`src/pkg/alu_exec_regs.vh`:
```
// Opcode codes, flag positions and cycle counts of the execution datapath
`ifndef ALU_EXEC_REGS_VH
`define ALU_EXEC_REGS_VH
// Operation codes presented by the decoder
`define OP_ADD 5'h00
`define OP_ADD_CARRY 5'h01
`define OP_WORD_IMMEDIATE_ADD 5'h02
`define OP_SUB 5'h03
`define OP_CONSTANT_SUBTRACT 5'h04
`define OP_BORROW_SUBTRACT 5'h05
`define OP_BORROW_CONST_SUBTRACT 5'h06
`define OP_WORD_IMMEDIATE_SUBTRACT 5'h07
`define OP_AND 5'h08
`define OP_AND_CONST 5'h09
`define OP_OR 5'h0a
`define OP_OR_CONST 5'h0b
`define OP_EXCLUSIVE_OR 5'h0c
`define OP_BIT_SET_MASK 5'h0d
`define OP_BIT_CLEAR_MASK 5'h0e
`define OP_SELF_AND_PROBE 5'h0f
`define OP_UNSIGNED_PRODUCT 5'h10
`define OP_SIGNED_PRODUCT 5'h11
`define OP_MIXED_SIGN_PRODUCT 5'h12
`define OP_FRACTION_UNSIGNED_PRODUCT 5'h13
`define OP_FRACTION_SIGNED_PRODUCT 5'h14
`define OP_FRACTION_MIXED_PRODUCT 5'h15
`define OP_RELATIVE_JUMP 5'h16
`define OP_POINTER_JUMP 5'h17
`define OP_RELATIVE_CALL 5'h18
`define OP_POINTER_CALL 5'h19
`define OP_COMPARE_SKIP_EQUAL 5'h1a
// Status flag bit positions
`define FLAG_C 0
`define FLAG_Z 1
`define FLAG_N 2
`define FLAG_V 3
`define FLAG_S 4
`define FLAG_H 5
// Reset values
`define FLAGS_RESET 6'h00
`define PC_RESET 16'h0000
// Cycle counts
`define CYC_ONE 2'h1
`define CYC_TWO 2'h2
`define CYC_THREE 2'h3
// Mask complement constant
`define BYTE_ALL_ONES 8'hff
`endif

```
`src/verilog/cpu_alu_branch_exec.v`:
```
// Execution datapath: arithmetic, logic, multiply, jump, call and skip
`include "alu_exec_regs.vh"

// Behaviour
// - Add, add-carry: one cycle, ZCNVSH
// - Word add immediate: two cycles, ZCNVS
// - Word subtract immediate: two cycles, ZCNVS
// - Subtract register or constant: one cycle, ZCNVSH
// - Borrow subtract deducts carry, one cycle
// - Borrow constant subtract deducts carry, one cycle
// - And, or, xor: ZNVS only, one cycle
// - Clear mask ands complement, set ors
// - Probe ands self, value unchanged, ZNVS
// - Products into R1:R0, ZC, two cycles
// - Fractional products shifted left once
// - Relative jump two, call three cycles
// - Pointer jump loads Z, two cycles
// - Pointer call loads Z, three cycles
// - Equal compare skips next instruction
module cpu_alu_branch_exec (
   // Clock, reset, enable
   input wire mclk,
   input wire rst_b,
   input wire clk_en,
   // Decoder request
   input wire op_start,
   input wire [4:0] op_code,
   input wire [7:0] rd_val,
   input wire [7:0] rr_val,
   input wire [7:0] rd_hi_val,
   input wire [7:0] imm_val,
   input wire [11:0] rel_offset,
   input wire [15:0] z_ptr,
   input wire next_is_two_word,
   // Program counter and stack
   input wire [15:0] pc_in,
   output reg [15:0] pc_q,
   output reg pc_load_q,
   output reg push_q,
   output reg [15:0] push_addr_q,
   // Register file write back
   output reg rd_we_q,
   output reg [7:0] rd_res_q,
   output reg rd_hi_we_q,
   output reg [7:0] rd_hi_res_q,
   output reg prod_we_q,
   output reg [15:0] prod_q,
   // Status
   output reg [5:0] flags_q,
   output wire busy,
   output reg done_q
);

   // State codes, one-hot
   localparam ST_IDLE = 2'b01;
   localparam ST_WAIT = 2'b10;

   // ==========================================================
   // Combinational result
   reg [8:0] sum9;
   reg [7:0] b_op;
   reg carry_in;
   reg [16:0] w17;
   reg signed [17:0] mul_s;
   reg [15:0] mul_p;
   reg [7:0] res8;
   reg [5:0] fl_d;
   reg is_byte;
   reg is_word;
   reg is_mul;
   reg is_ctl;
   reg [1:0] cyc_d;
   reg [15:0] pc_d;
   reg push_d;
   reg pc_ld_d;
   reg [15:0] ret_d;

   // Whole result and flags worked out in the issue cycle
   always @* begin
      sum9 = 9'h000;
      b_op = 8'h00;
      carry_in = 1'b0;
      w17 = 17'h00000;
      mul_s = 18'sh00000;
      mul_p = 16'h0000;
      res8 = rd_val;
      fl_d = flags_q;
      is_byte = 1'b0;
      is_word = 1'b0;
      is_mul = 1'b0;
      is_ctl = 1'b0;
      cyc_d = `CYC_ONE;
      pc_d = pc_in;
      push_d = 1'b0;
      pc_ld_d = 1'b0;
      ret_d = 16'h0000;
      case (op_code)
         `OP_ADD, `OP_ADD_CARRY: begin
            carry_in = (op_code == `OP_ADD_CARRY) & flags_q[`FLAG_C];
            sum9 = {1'b0, rd_val} + {1'b0, rr_val} + {8'h00, carry_in};
            res8 = sum9[7:0];
            is_byte = 1'b1;
            fl_d[`FLAG_C] = sum9[8];
            fl_d[`FLAG_H] = (rd_val[3] & rr_val[3]) | (rr_val[3] & ~res8[3])
               | (~res8[3] & rd_val[3]);
            fl_d[`FLAG_V] = (rd_val[7] & rr_val[7] & ~res8[7])
               | (~rd_val[7] & ~rr_val[7] & res8[7]);
         end
         `OP_SUB, `OP_CONSTANT_SUBTRACT, `OP_BORROW_SUBTRACT,
         `OP_BORROW_CONST_SUBTRACT: begin
            b_op = (op_code == `OP_SUB || op_code == `OP_BORROW_SUBTRACT) ? rr_val
               : imm_val;
            carry_in = (op_code == `OP_BORROW_SUBTRACT
               || op_code == `OP_BORROW_CONST_SUBTRACT) & flags_q[`FLAG_C];
            sum9 = {1'b0, rd_val} - {1'b0, b_op} - {8'h00, carry_in};
            res8 = sum9[7:0];
            is_byte = 1'b1;
            fl_d[`FLAG_C] = sum9[8];
            fl_d[`FLAG_H] = (~rd_val[3] & b_op[3]) | (b_op[3] & res8[3])
               | (res8[3] & ~rd_val[3]);
            fl_d[`FLAG_V] = (rd_val[7] & ~b_op[7] & ~res8[7])
               | (~rd_val[7] & b_op[7] & res8[7]);
         end
         `OP_AND, `OP_AND_CONST, `OP_OR, `OP_OR_CONST, `OP_EXCLUSIVE_OR,
         `OP_BIT_SET_MASK, `OP_BIT_CLEAR_MASK, `OP_SELF_AND_PROBE: begin
            case (op_code)
               `OP_AND: res8 = rd_val & rr_val;
               `OP_AND_CONST: res8 = rd_val & imm_val;
               `OP_OR: res8 = rd_val | rr_val;
               `OP_OR_CONST, `OP_BIT_SET_MASK: res8 = rd_val | imm_val;
               `OP_EXCLUSIVE_OR: res8 = rd_val ^ rr_val;
               `OP_BIT_CLEAR_MASK: res8 = rd_val & (`BYTE_ALL_ONES - imm_val);
               default: res8 = rd_val & rd_val;
            endcase
            is_byte = 1'b1;
            fl_d[`FLAG_V] = 1'b0;
         end
         // Pair ops: carry is the carry or borrow out of bit 15
         `OP_WORD_IMMEDIATE_ADD, `OP_WORD_IMMEDIATE_SUBTRACT: begin
            if (op_code == `OP_WORD_IMMEDIATE_ADD)
               w17 = {1'b0, rd_hi_val, rd_val} + {9'h000, imm_val};
            else
               w17 = {1'b0, rd_hi_val, rd_val} - {9'h000, imm_val};
            is_word = 1'b1;
            cyc_d = `CYC_TWO;
            fl_d[`FLAG_C] = w17[16];
            fl_d[`FLAG_Z] = (w17[15:0] == 16'h0000);
            fl_d[`FLAG_N] = w17[15];
            fl_d[`FLAG_V] = (op_code == `OP_WORD_IMMEDIATE_ADD) ? (~rd_hi_val[7] & w17[15])
               : (rd_hi_val[7] & ~w17[15]);
            fl_d[`FLAG_S] = fl_d[`FLAG_N] ^ fl_d[`FLAG_V];
         end
         `OP_UNSIGNED_PRODUCT, `OP_SIGNED_PRODUCT, `OP_MIXED_SIGN_PRODUCT,
         `OP_FRACTION_UNSIGNED_PRODUCT, `OP_FRACTION_SIGNED_PRODUCT,
         `OP_FRACTION_MIXED_PRODUCT: begin
            // Sign-extend per variant, then one signed multiply
            case (op_code)
               `OP_SIGNED_PRODUCT, `OP_FRACTION_SIGNED_PRODUCT:
                  mul_s = $signed({rd_val[7], rd_val}) * $signed({rr_val[7], rr_val});
               `OP_MIXED_SIGN_PRODUCT, `OP_FRACTION_MIXED_PRODUCT:
                  mul_s = $signed({rd_val[7], rd_val}) * $signed({1'b0, rr_val});
               default: mul_s = $signed({1'b0, rd_val}) * $signed({1'b0, rr_val});
            endcase
            is_mul = 1'b1;
            cyc_d = `CYC_TWO;
            // Carry keeps the unshifted sign bit; zero looks at what is stored
            if (op_code >= `OP_FRACTION_UNSIGNED_PRODUCT) begin
               mul_p = {mul_s[14:0], 1'b0};
               fl_d[`FLAG_C] = mul_s[15];
            end else begin
               mul_p = mul_s[15:0];
               fl_d[`FLAG_C] = mul_s[15];
            end
            fl_d[`FLAG_Z] = (mul_p == 16'h0000);
         end
         `OP_RELATIVE_JUMP, `OP_RELATIVE_CALL: begin
            is_ctl = 1'b1;
            pc_ld_d = 1'b1;
            pc_d = pc_in + {{4{rel_offset[11]}}, rel_offset} + 16'h0001;
            cyc_d = (op_code == `OP_RELATIVE_CALL) ? `CYC_THREE : `CYC_TWO;
            push_d = (op_code == `OP_RELATIVE_CALL);
            ret_d = pc_in + 16'h0001;
         end
         `OP_POINTER_JUMP, `OP_POINTER_CALL: begin
            is_ctl = 1'b1;
            pc_ld_d = 1'b1;
            pc_d = z_ptr;
            cyc_d = (op_code == `OP_POINTER_CALL) ? `CYC_THREE : `CYC_TWO;
            push_d = (op_code == `OP_POINTER_CALL);
            ret_d = pc_in + 16'h0001;
         end
         // Skip lands two or three words on, by the size of the skipped op
         `OP_COMPARE_SKIP_EQUAL: begin
            is_ctl = 1'b1;
            pc_ld_d = 1'b1;
            if (rd_val == rr_val) begin
               pc_d = pc_in + (next_is_two_word ? 16'h0003 : 16'h0002);
               cyc_d = next_is_two_word ? `CYC_THREE : `CYC_TWO;
            end else begin
               pc_d = pc_in + 16'h0001;
            end
         end
         default: begin
            // Unknown codes just finish, flags and registers left alone
            cyc_d = `CYC_ONE;
         end
      endcase
      // Byte-wide zero and sign
      if (is_byte) begin
         fl_d[`FLAG_Z] = (res8 == 8'h00);
         fl_d[`FLAG_N] = res8[7];
         fl_d[`FLAG_S] = res8[7] ^ fl_d[`FLAG_V];
      end
   end

   // ==========================================================
   // Sequencer
   reg [1:0] state_q;
   reg [1:0] cnt_q;
   reg [15:0] pc_hold_q;
   // Only control ops hand over a new PC; the rest let the decoder step it
   reg ld_hold_q;

   // Busy covers the wait cycles only, so op_start there is refused
   assign busy = state_q[1];

   // Data and flags update in the issue cycle; the wait state holds back the PC load
   // and done so the decoder sees the documented cycle total before the next issue.
   always @(posedge mclk or negedge rst_b) begin
      if (!rst_b) begin
         state_q <= ST_IDLE;
         cnt_q <= 2'h0;
         pc_q <= `PC_RESET;
         pc_hold_q <= `PC_RESET;
         ld_hold_q <= 1'b0;
         pc_load_q <= 1'b0;
         push_q <= 1'b0;
         push_addr_q <= 16'h0000;
         rd_we_q <= 1'b0;
         rd_res_q <= 8'h00;
         rd_hi_we_q <= 1'b0;
         rd_hi_res_q <= 8'h00;
         prod_we_q <= 1'b0;
         prod_q <= 16'h0000;
         flags_q <= `FLAGS_RESET;
         done_q <= 1'b0;
      end else if (clk_en) begin
         rd_we_q <= 1'b0;
         rd_hi_we_q <= 1'b0;
         prod_we_q <= 1'b0;
         push_q <= 1'b0;
         pc_load_q <= 1'b0;
         done_q <= 1'b0;
         // Write enables are one-cycle pulses; data holds until the next op
         case (state_q)
            ST_IDLE: begin
               if (op_start) begin
                  rd_res_q <= is_word ? w17[7:0] : res8;
                  rd_hi_res_q <= w17[15:8];
                  rd_we_q <= is_byte | is_word;
                  rd_hi_we_q <= is_word;
                  prod_q <= mul_p;
                  prod_we_q <= is_mul;
                  if (!is_ctl) begin
                     flags_q <= fl_d;
                  end
                  // Return address stacked before the jump lands
                  push_q <= push_d;
                  push_addr_q <= ret_d;
                  pc_hold_q <= pc_d;
                  ld_hold_q <= pc_ld_d;
                  if (cyc_d == `CYC_ONE) begin
                     pc_q <= pc_d;
                     pc_load_q <= pc_ld_d;
                     done_q <= 1'b1;
                  end else begin
                     cnt_q <= cyc_d - 2'h1;
                     state_q <= ST_WAIT;
                  end
               end
            end
            ST_WAIT: begin
               if (cnt_q == 2'h1) begin
                  // Last cycle: a reload of the current PC would repeat the op
                  pc_q <= pc_hold_q;
                  pc_load_q <= ld_hold_q;
                  done_q <= 1'b1;
                  state_q <= ST_IDLE;
               end
               cnt_q <= cnt_q - 2'h1;
            end
            default: begin
               state_q <= ST_IDLE;
            end
         endcase
      end
   end

endmodule // cpu_alu_branch_exec
```
`config.mk`:
```
export PLATFORM = sky130hd
export DESIGN_NAME = cpu_alu_branch_exec
export DESIGN_NICKNAME = d
export VERILOG_FILES = /design/src/verilog/cpu_alu_branch_exec.v
export VERILOG_INCLUDE_DIRS = /design/src /design/src/pkg
export SDC_FILE = /design/constraint.sdc
export NUM_CORES = 1
export LEC_CHECK = 0
export ABC_AREA = 1
export BUFFER_PORTS_ARGS = -buffer_cell sky130_fd_sc_hd__clkbuf_2
export CAP_MARGIN = 40
export CELL_PAD_IN_SITES_DETAIL_PLACEMENT = 1
export CELL_PAD_IN_SITES_GLOBAL_PLACEMENT = 2
export CORE_MARGIN = 8
export CORE_UTILIZATION = 37
export DETAILED_ROUTE_END_ITERATION = 8
export GPL_TIMING_DRIVEN = 0
export PLACE_DENSITY = 0.95
export SYNTH_ARGS = -nofsm -noshare
export SYNTH_HDL_FRONTEND = slang
export SYNTH_SLANG_ARGS = --single-unit
```
`constraint.sdc`:
```
create_clock -name mclk -period 7.1 [get_ports mclk]
set_input_delay 0.355 -clock mclk [delete_from_list [all_inputs] [get_ports mclk]]
set_output_delay 0.355 -clock mclk [all_outputs]
set_load 0.02 [all_outputs]
```
# After elaboration in Yosys (flattened, before gate mapping)

Cells that the tools add are included.

Output and inout bits: 77
Flip-flop bits (word level): 97

Multiplexer cells: 61
Bitwise logic cells: 44
Reduce and logical (&&, ||, !) cells: 34
$lt $le $gt $ge: 1
$add $sub $neg: 13
Equality and inequality tests: 35
Multiply operators: 3

Operators with widths:

| cell                  | number |
|---|---|
| $mux 16               | 9 |
| $pmux 16 s2           | 2 |
| $eq 5x5->1 const B    | 11 |
| $pmux 16 s3           | 1 |
| $pmux 8 s6            | 1 |
| $eq 5x4->1 const B    | 8 |
| $mux 17               | 2 |
| $add 16x1->16 const B | 2 |
| $and 8x8->8           | 4 |
| $logic_not 16->1      | 2 |
| $mul 8x8->16          | 2 |
| $mux 1                | 26 |
| $reduce_and 5->1      | 5 |
| $pmux 8 s3            | 1 |
| $eq 5x3->1 const B    | 4 |
| $and 1x1->1           | 18 |
| $add 16x8->17         | 1 |
| $sub 16x8->17         | 1 |
| $add 16x16->16        | 1 |
| $add 16x2->16         | 1 |
| $mul 8x9->16          | 1 |
| $mux 8                | 2 |
| $or 8x8->8            | 2 |
| $reduce_or 8->1       | 2 |
| other kinds (35)      | 82 |

# Longest topological paths before layout

Depth after elaboration: 11
Gate-level depth with buffers: 30
Mapped depth without buffers: 29

# Worst setup path before layout

No wires, ideal clock.

Kind: input to register
Start point: in rr_val[7]
End point: reg flags_q[1]
Arrival time: 4,856 ps
Data required time: 7,023 ps
Stages: 24
Setup time: 77 ps
Slack: 2,167 ps
Cells stage by stage: clkbuf_1 -> clkinv_1 -> or2_2 -> fa_1 -> fa_1 -> inv_1 -> fa_1 -> inv_1 -> fa_1 -> inv_1 -> ha_1 -> nand2_1 -> nand2_1 -> a21oi_1 -> nand2_1 -> nand2_1 -> nand3_1 -> nand3_1 -> nand3_1 -> o21ai_0 -> nand4_1 -> nand2_1 -> nand2_1 -> a21oi_1

Cells in the longest elaborated chain, start to end: 7

RTL lines:

| element                              | line                      | RTL |
|---|---|---|
| start, declared                      | cpu_alu_branch_exec.v:29  | `input wire [7:0] rr_val,` |
| $mul 8x9->16 (tied with other cells) | cpu_alu_branch_exec.v:161 | `mul_s = $signed({rd_val[7], rd_val}) * $signed({1'b0, rr_val});` |
| $pmux 16 s2                          | cpu_alu_branch_exec.v:157 | `case (op_code)` |
| $mux 16                              | cpu_alu_branch_exec.v:167 | `` if (op_code >= `OP_FRACTION_UNSIGNED_PRODUCT) begin `` |
| $mux 16                              | cpu_alu_branch_exec.v:97  | `case (op_code)` |
| $logic_not 16->1                     | cpu_alu_branch_exec.v:174 | `` fl_d[`FLAG_Z] = (mul_p == 16'h0000); `` |
| $pmux 1 s2                           | cpu_alu_branch_exec.v:97  |  |
| $mux 2 *                             | cpu_alu_branch_exec.v:209 | `if (is_byte) begin` |
| end signal, assigned                 | cpu_alu_branch_exec.v:245 | `` flags_q <= `FLAGS_RESET; `` |
| end signal, assigned                 | cpu_alu_branch_exec.v:265 | `flags_q <= fl_d;` |
| end, declared                        | cpu_alu_branch_exec.v:49  | `output reg [5:0] flags_q,` |

Mark *: on every way between the ends. The rest lies on a longest branch, timed or not. The select of a mux whose other input is x is not followed.
A chain may end at the register's enable or synchronous reset.

# Worst setup path in the final report

Start point: in rd_val[7]
End point: reg flags_q[1]

Cells in the longest elaborated chain, start to end: 7

RTL lines:

| element                              | line                      | RTL |
|---|---|---|
| start, declared                      | cpu_alu_branch_exec.v:28  | `input wire [7:0] rd_val,` |
| $mul 8x9->16 (tied with other cells) | cpu_alu_branch_exec.v:161 |  |
| $pmux 16 s2                          | cpu_alu_branch_exec.v:157 |  |
| $mux 16                              | cpu_alu_branch_exec.v:167 |  |
| $mux 16                              | cpu_alu_branch_exec.v:97  |  |
| $logic_not 16->1                     | cpu_alu_branch_exec.v:174 |  |
| $pmux 1 s2                           | cpu_alu_branch_exec.v:97  |  |
| $mux 2 *                             | cpu_alu_branch_exec.v:209 |  |

Marked as above.

==> results.sh <==
export IMPL_status="finished, final reports clean"
export IMPL_startpoint_type="input port"
export IMPL_hold_violations=0
export IMPL_synth_ff_type="dfrtp_1"
export IMPL_p_switching_mw=2.58
export IMPL_cts_sinks=97
export IMPL_grt_overflow_total=0
export IMPL_grt_pass1_wl_um=93700
export IMPL_cp_slowest_cell="fa_1"
export IMPL_rsz0062_at_grt="no"
export IMPL_fin_crit_sh_pct=88.7
export IMPL_power_frac_comb_pct=70.5
export IMPL_async_flop_share_pct=100
export IMPL_io_pins=163
export IMPL_synth_area_top_cells="fa_1, dfrtp_1, nand2_1"
export IMPL_holdBufCountCts=0
export IMPL_clk_path_buf_depth=2
export IMPL_cp_top_family="adder cells"
export IMPL_worst_skew_pair_late_latency_ns=0.39
export IMPL_first_pass_iters=5
export IMPL_synth_top_area_share_pct=16.0
export IMPL_internal_power_mw=2.15
export IMPL_seq_area_frac_synth_pct=15.6
export IMPL_fin_skew_ns=0.0121
export IMPL_initial_utilization_pct=37.4
export IMPL_post_cts_buffers=0
export IMPL_setup_viol=0
export IMPL_h_tree_depth=3
export IMPL_synth_edf_count=0
export IMPL_wire_per_inst_um=19.6
export IMPL_finalCriticalPeriod_ns=6.30
export IMPL_yosys_area_top_type="fa_1"
export IMPL_grt_pass1_vias=16800
export IMPL_finalSetupTns_ns=0
export IMPL_core_area_sq_um=41800
export IMPL_cts_resized=0
export IMPL_routed_wl_um=59100
export IMPL_num_rows=75
export IMPL_yosys_cell_types_count=55
export IMPL_leakage_nw=9.69
export IMPL_maxCapViolCount=0
export IMPL_end_kind="flip-flop"
export IMPL_p_sw_share_pct=54.5
export IMPL_pwr_share_seq_pct=18.9
export IMPL_crit_path_max_fanout=10
export IMPL_path_buf_inv=6
export IMPL_ant_nets=0
export IMPL_route_detailed_drc=0
export IMPL_cts_tree="yes"
export IMPL_grt_max_degree=58
export IMPL_nNetsFinal=2843
export IMPL_finalPower_mw=4.72
export IMPL_port_buffers=161
export IMPL_synth_nets=2669
export IMPL_area_growth_synth_to_final_pct=11.6
export IMPL_power_density_nw_per_um2=271
export IMPL_design_die_area_sq_um=49000
export IMPL_clkPwrFrac_pct=10.6
export IMPL_ys_warn_count=0
export IMPL_timing_fmax_ghz=0.159
export IMPL_place_ws_ns=0.404
export IMPL_slew_headroom_pct=42.8
export IMPL_fin_ws_ns=0.802
export IMPL_slew_viol_final=0
export IMPL_critPathKind="in -> reg"
export IMPL_arrival_ns=6.61
export IMPL_drive_above_1_share_pct=9.62
export IMPL_routed_via_density=5.26
export IMPL_worst_pin_slew_ns=0.857
export IMPL_path_common_cell="nand2_1"
export IMPL_clock_root_buffer="clkbuf_16"
export IMPL_vias=15900
export IMPL_synth_most_common_cell="nand2_1"
export IMPL_numCtsBuffers=9
export IMPL_hpwl_um=51000
export IMPL_grt_antenna_before_repair=1
export IMPL_max_stage_delay_ns=0.74
export IMPL_hp_class="in -> async"
export IMPL_worstPathRequired_ns=7.41
export IMPL_grt_usage_pct=23.9
export IMPL_ir_drop_uv=112
export IMPL_drt_initial_drc_count=838
export IMPL_die_height_um=221
export IMPL_die_w_um=221
export IMPL_avgSynthCellArea_sq_um=6.80
export IMPL_synth_area_sq_um=15600
export IMPL_synth_ff_latch_count=97
export IMPL_ys_top_cells_by_count="nand2_1, inv_1, ha_1, nand3_1, nor2_1"
export IMPL_netlist_instances=2296
export IMPL_clk_pin_slew_worst_paths_ns=0.08
export IMPL_gp_congestion=0.937
-- layer usage --
metal	part of all wire [%]	wire length (um)	global-route usage (%)	vias to the layer above
li1	-	-	-	7594
met1	45	26700	31.2	7856
met2	48	28300	41.0	351
met3	4.1	2410	2.49	59
met4	2.8	1630	7.73	0
met5	0	0	0	-
-- power groups by stage --
stage | Clock [mW] | Combinational [mW] | Sequential, mW
2_1_floorplan | 0 | 2.10 | 1.05
3_3_place_gp | 0 | 3.21 | 0.888
3_5_place_dp | 0 | 3.32 | 0.903
4_1_cts | 0.518 | 3.35 | 0.893
5_1_grt | 0.535 | 3.75 | 0.914
6_report | 0.500 | 3.33 | 0.892
-- registers in the layout (all words and copies together) (netlist names), 6 cells and up --
| name | flops |
|---|---|
| flags_q | 6 |
| pc_hold_q | 16 |
| pc_q | 16 |
| prod_q | 16 |
| push_addr_q | 16 |
| rd_hi_res_q | 8 |
| rd_res_q | 8 |
-- through the flow --
step | area, sq um | hold slack, ns | instances | util [%]
after CTS | 17400 | 0.0324 | 3014 | 41.7
after floorplan | 15600 | 0.0594 | 2296 | -
after global placement | 17100 | 0.461 | 2996 | 40.9
after global routing | 17400 | 0.0687 | 3015 | 41.7
after detailed placement | 17100 | 0.457 | 2998 | 41.0
final | 17400 | 0.0289 | 3015 | 41.7
-- cells in the final DEF, fill, tap and decap left out, drive strengths merged, types with 9 or more instances in the layout --
cell type,n
a21oi,90
a31oi,9
buf,11
clkbuf,209
clkinv,11
dfrtp,96
fa,125
ha,162
inv,477
nand2,609
nand3,154
nand3b,15
nand4,32
nor2,159
nor3,25
o211ai,14
o21ai,146
o21bai,10
or2,9
xnor2,18
xor2,36
-- cell type report --
type                            count  area [sq um]
Antenna cell                        1          2.50
Buffer                             48           206
Clock buffer                        9           225
Clock inverter                      7          66.3
Fill cell                        5529         24300
Inverter                          482          1810
Multi-Input combinational cell   1669         11200
Sequential cell                    97          2430
Tap cell                          539           674
Timing Repair Buffer              163           843
-- kinds of logic after synthesis --
group,after synthesis,share of synthesized area (%)
simple gates,1007,27.4
buf+inv,530,12.9
compound gates,321,12.0
fa+ha+maj,287,29.0
flops,97,15.6
xor+xnor,54,3.03
-- path summary, 6_finish.rpt --
kind	start	endpoint	slack, ns	cells past startpoint
setup / recovery	rd_val[7]	flags_q[1]	0.80	26
hold / removal	rst_b	push_addr_q[1]	0.03	1
setup reg to reg	flags_q[0]	flags_q[4]	3.92	17
hold reg to reg	pc_hold_q[9]	pc_hold_q[9]	0.48	2
max in group asynchronous	rst_b	state_q[0]	6.31	2
min in group mclk	pc_in[0]	push_addr_q[0]	0.32	2
-- worst register-to-register path, delay by kind of cell, from the launching register on --
family / cells / cell delay [ns]
AOI/OAI and AO/OA: 4 / 0.85
adders and majority gates: 2 / 0.70
buffers and inverters: 3 / 0.28
DFF: 1 / 0.40
and+or+nand+nor: 8 / 0.89
(Power assumes the default switching activity.)
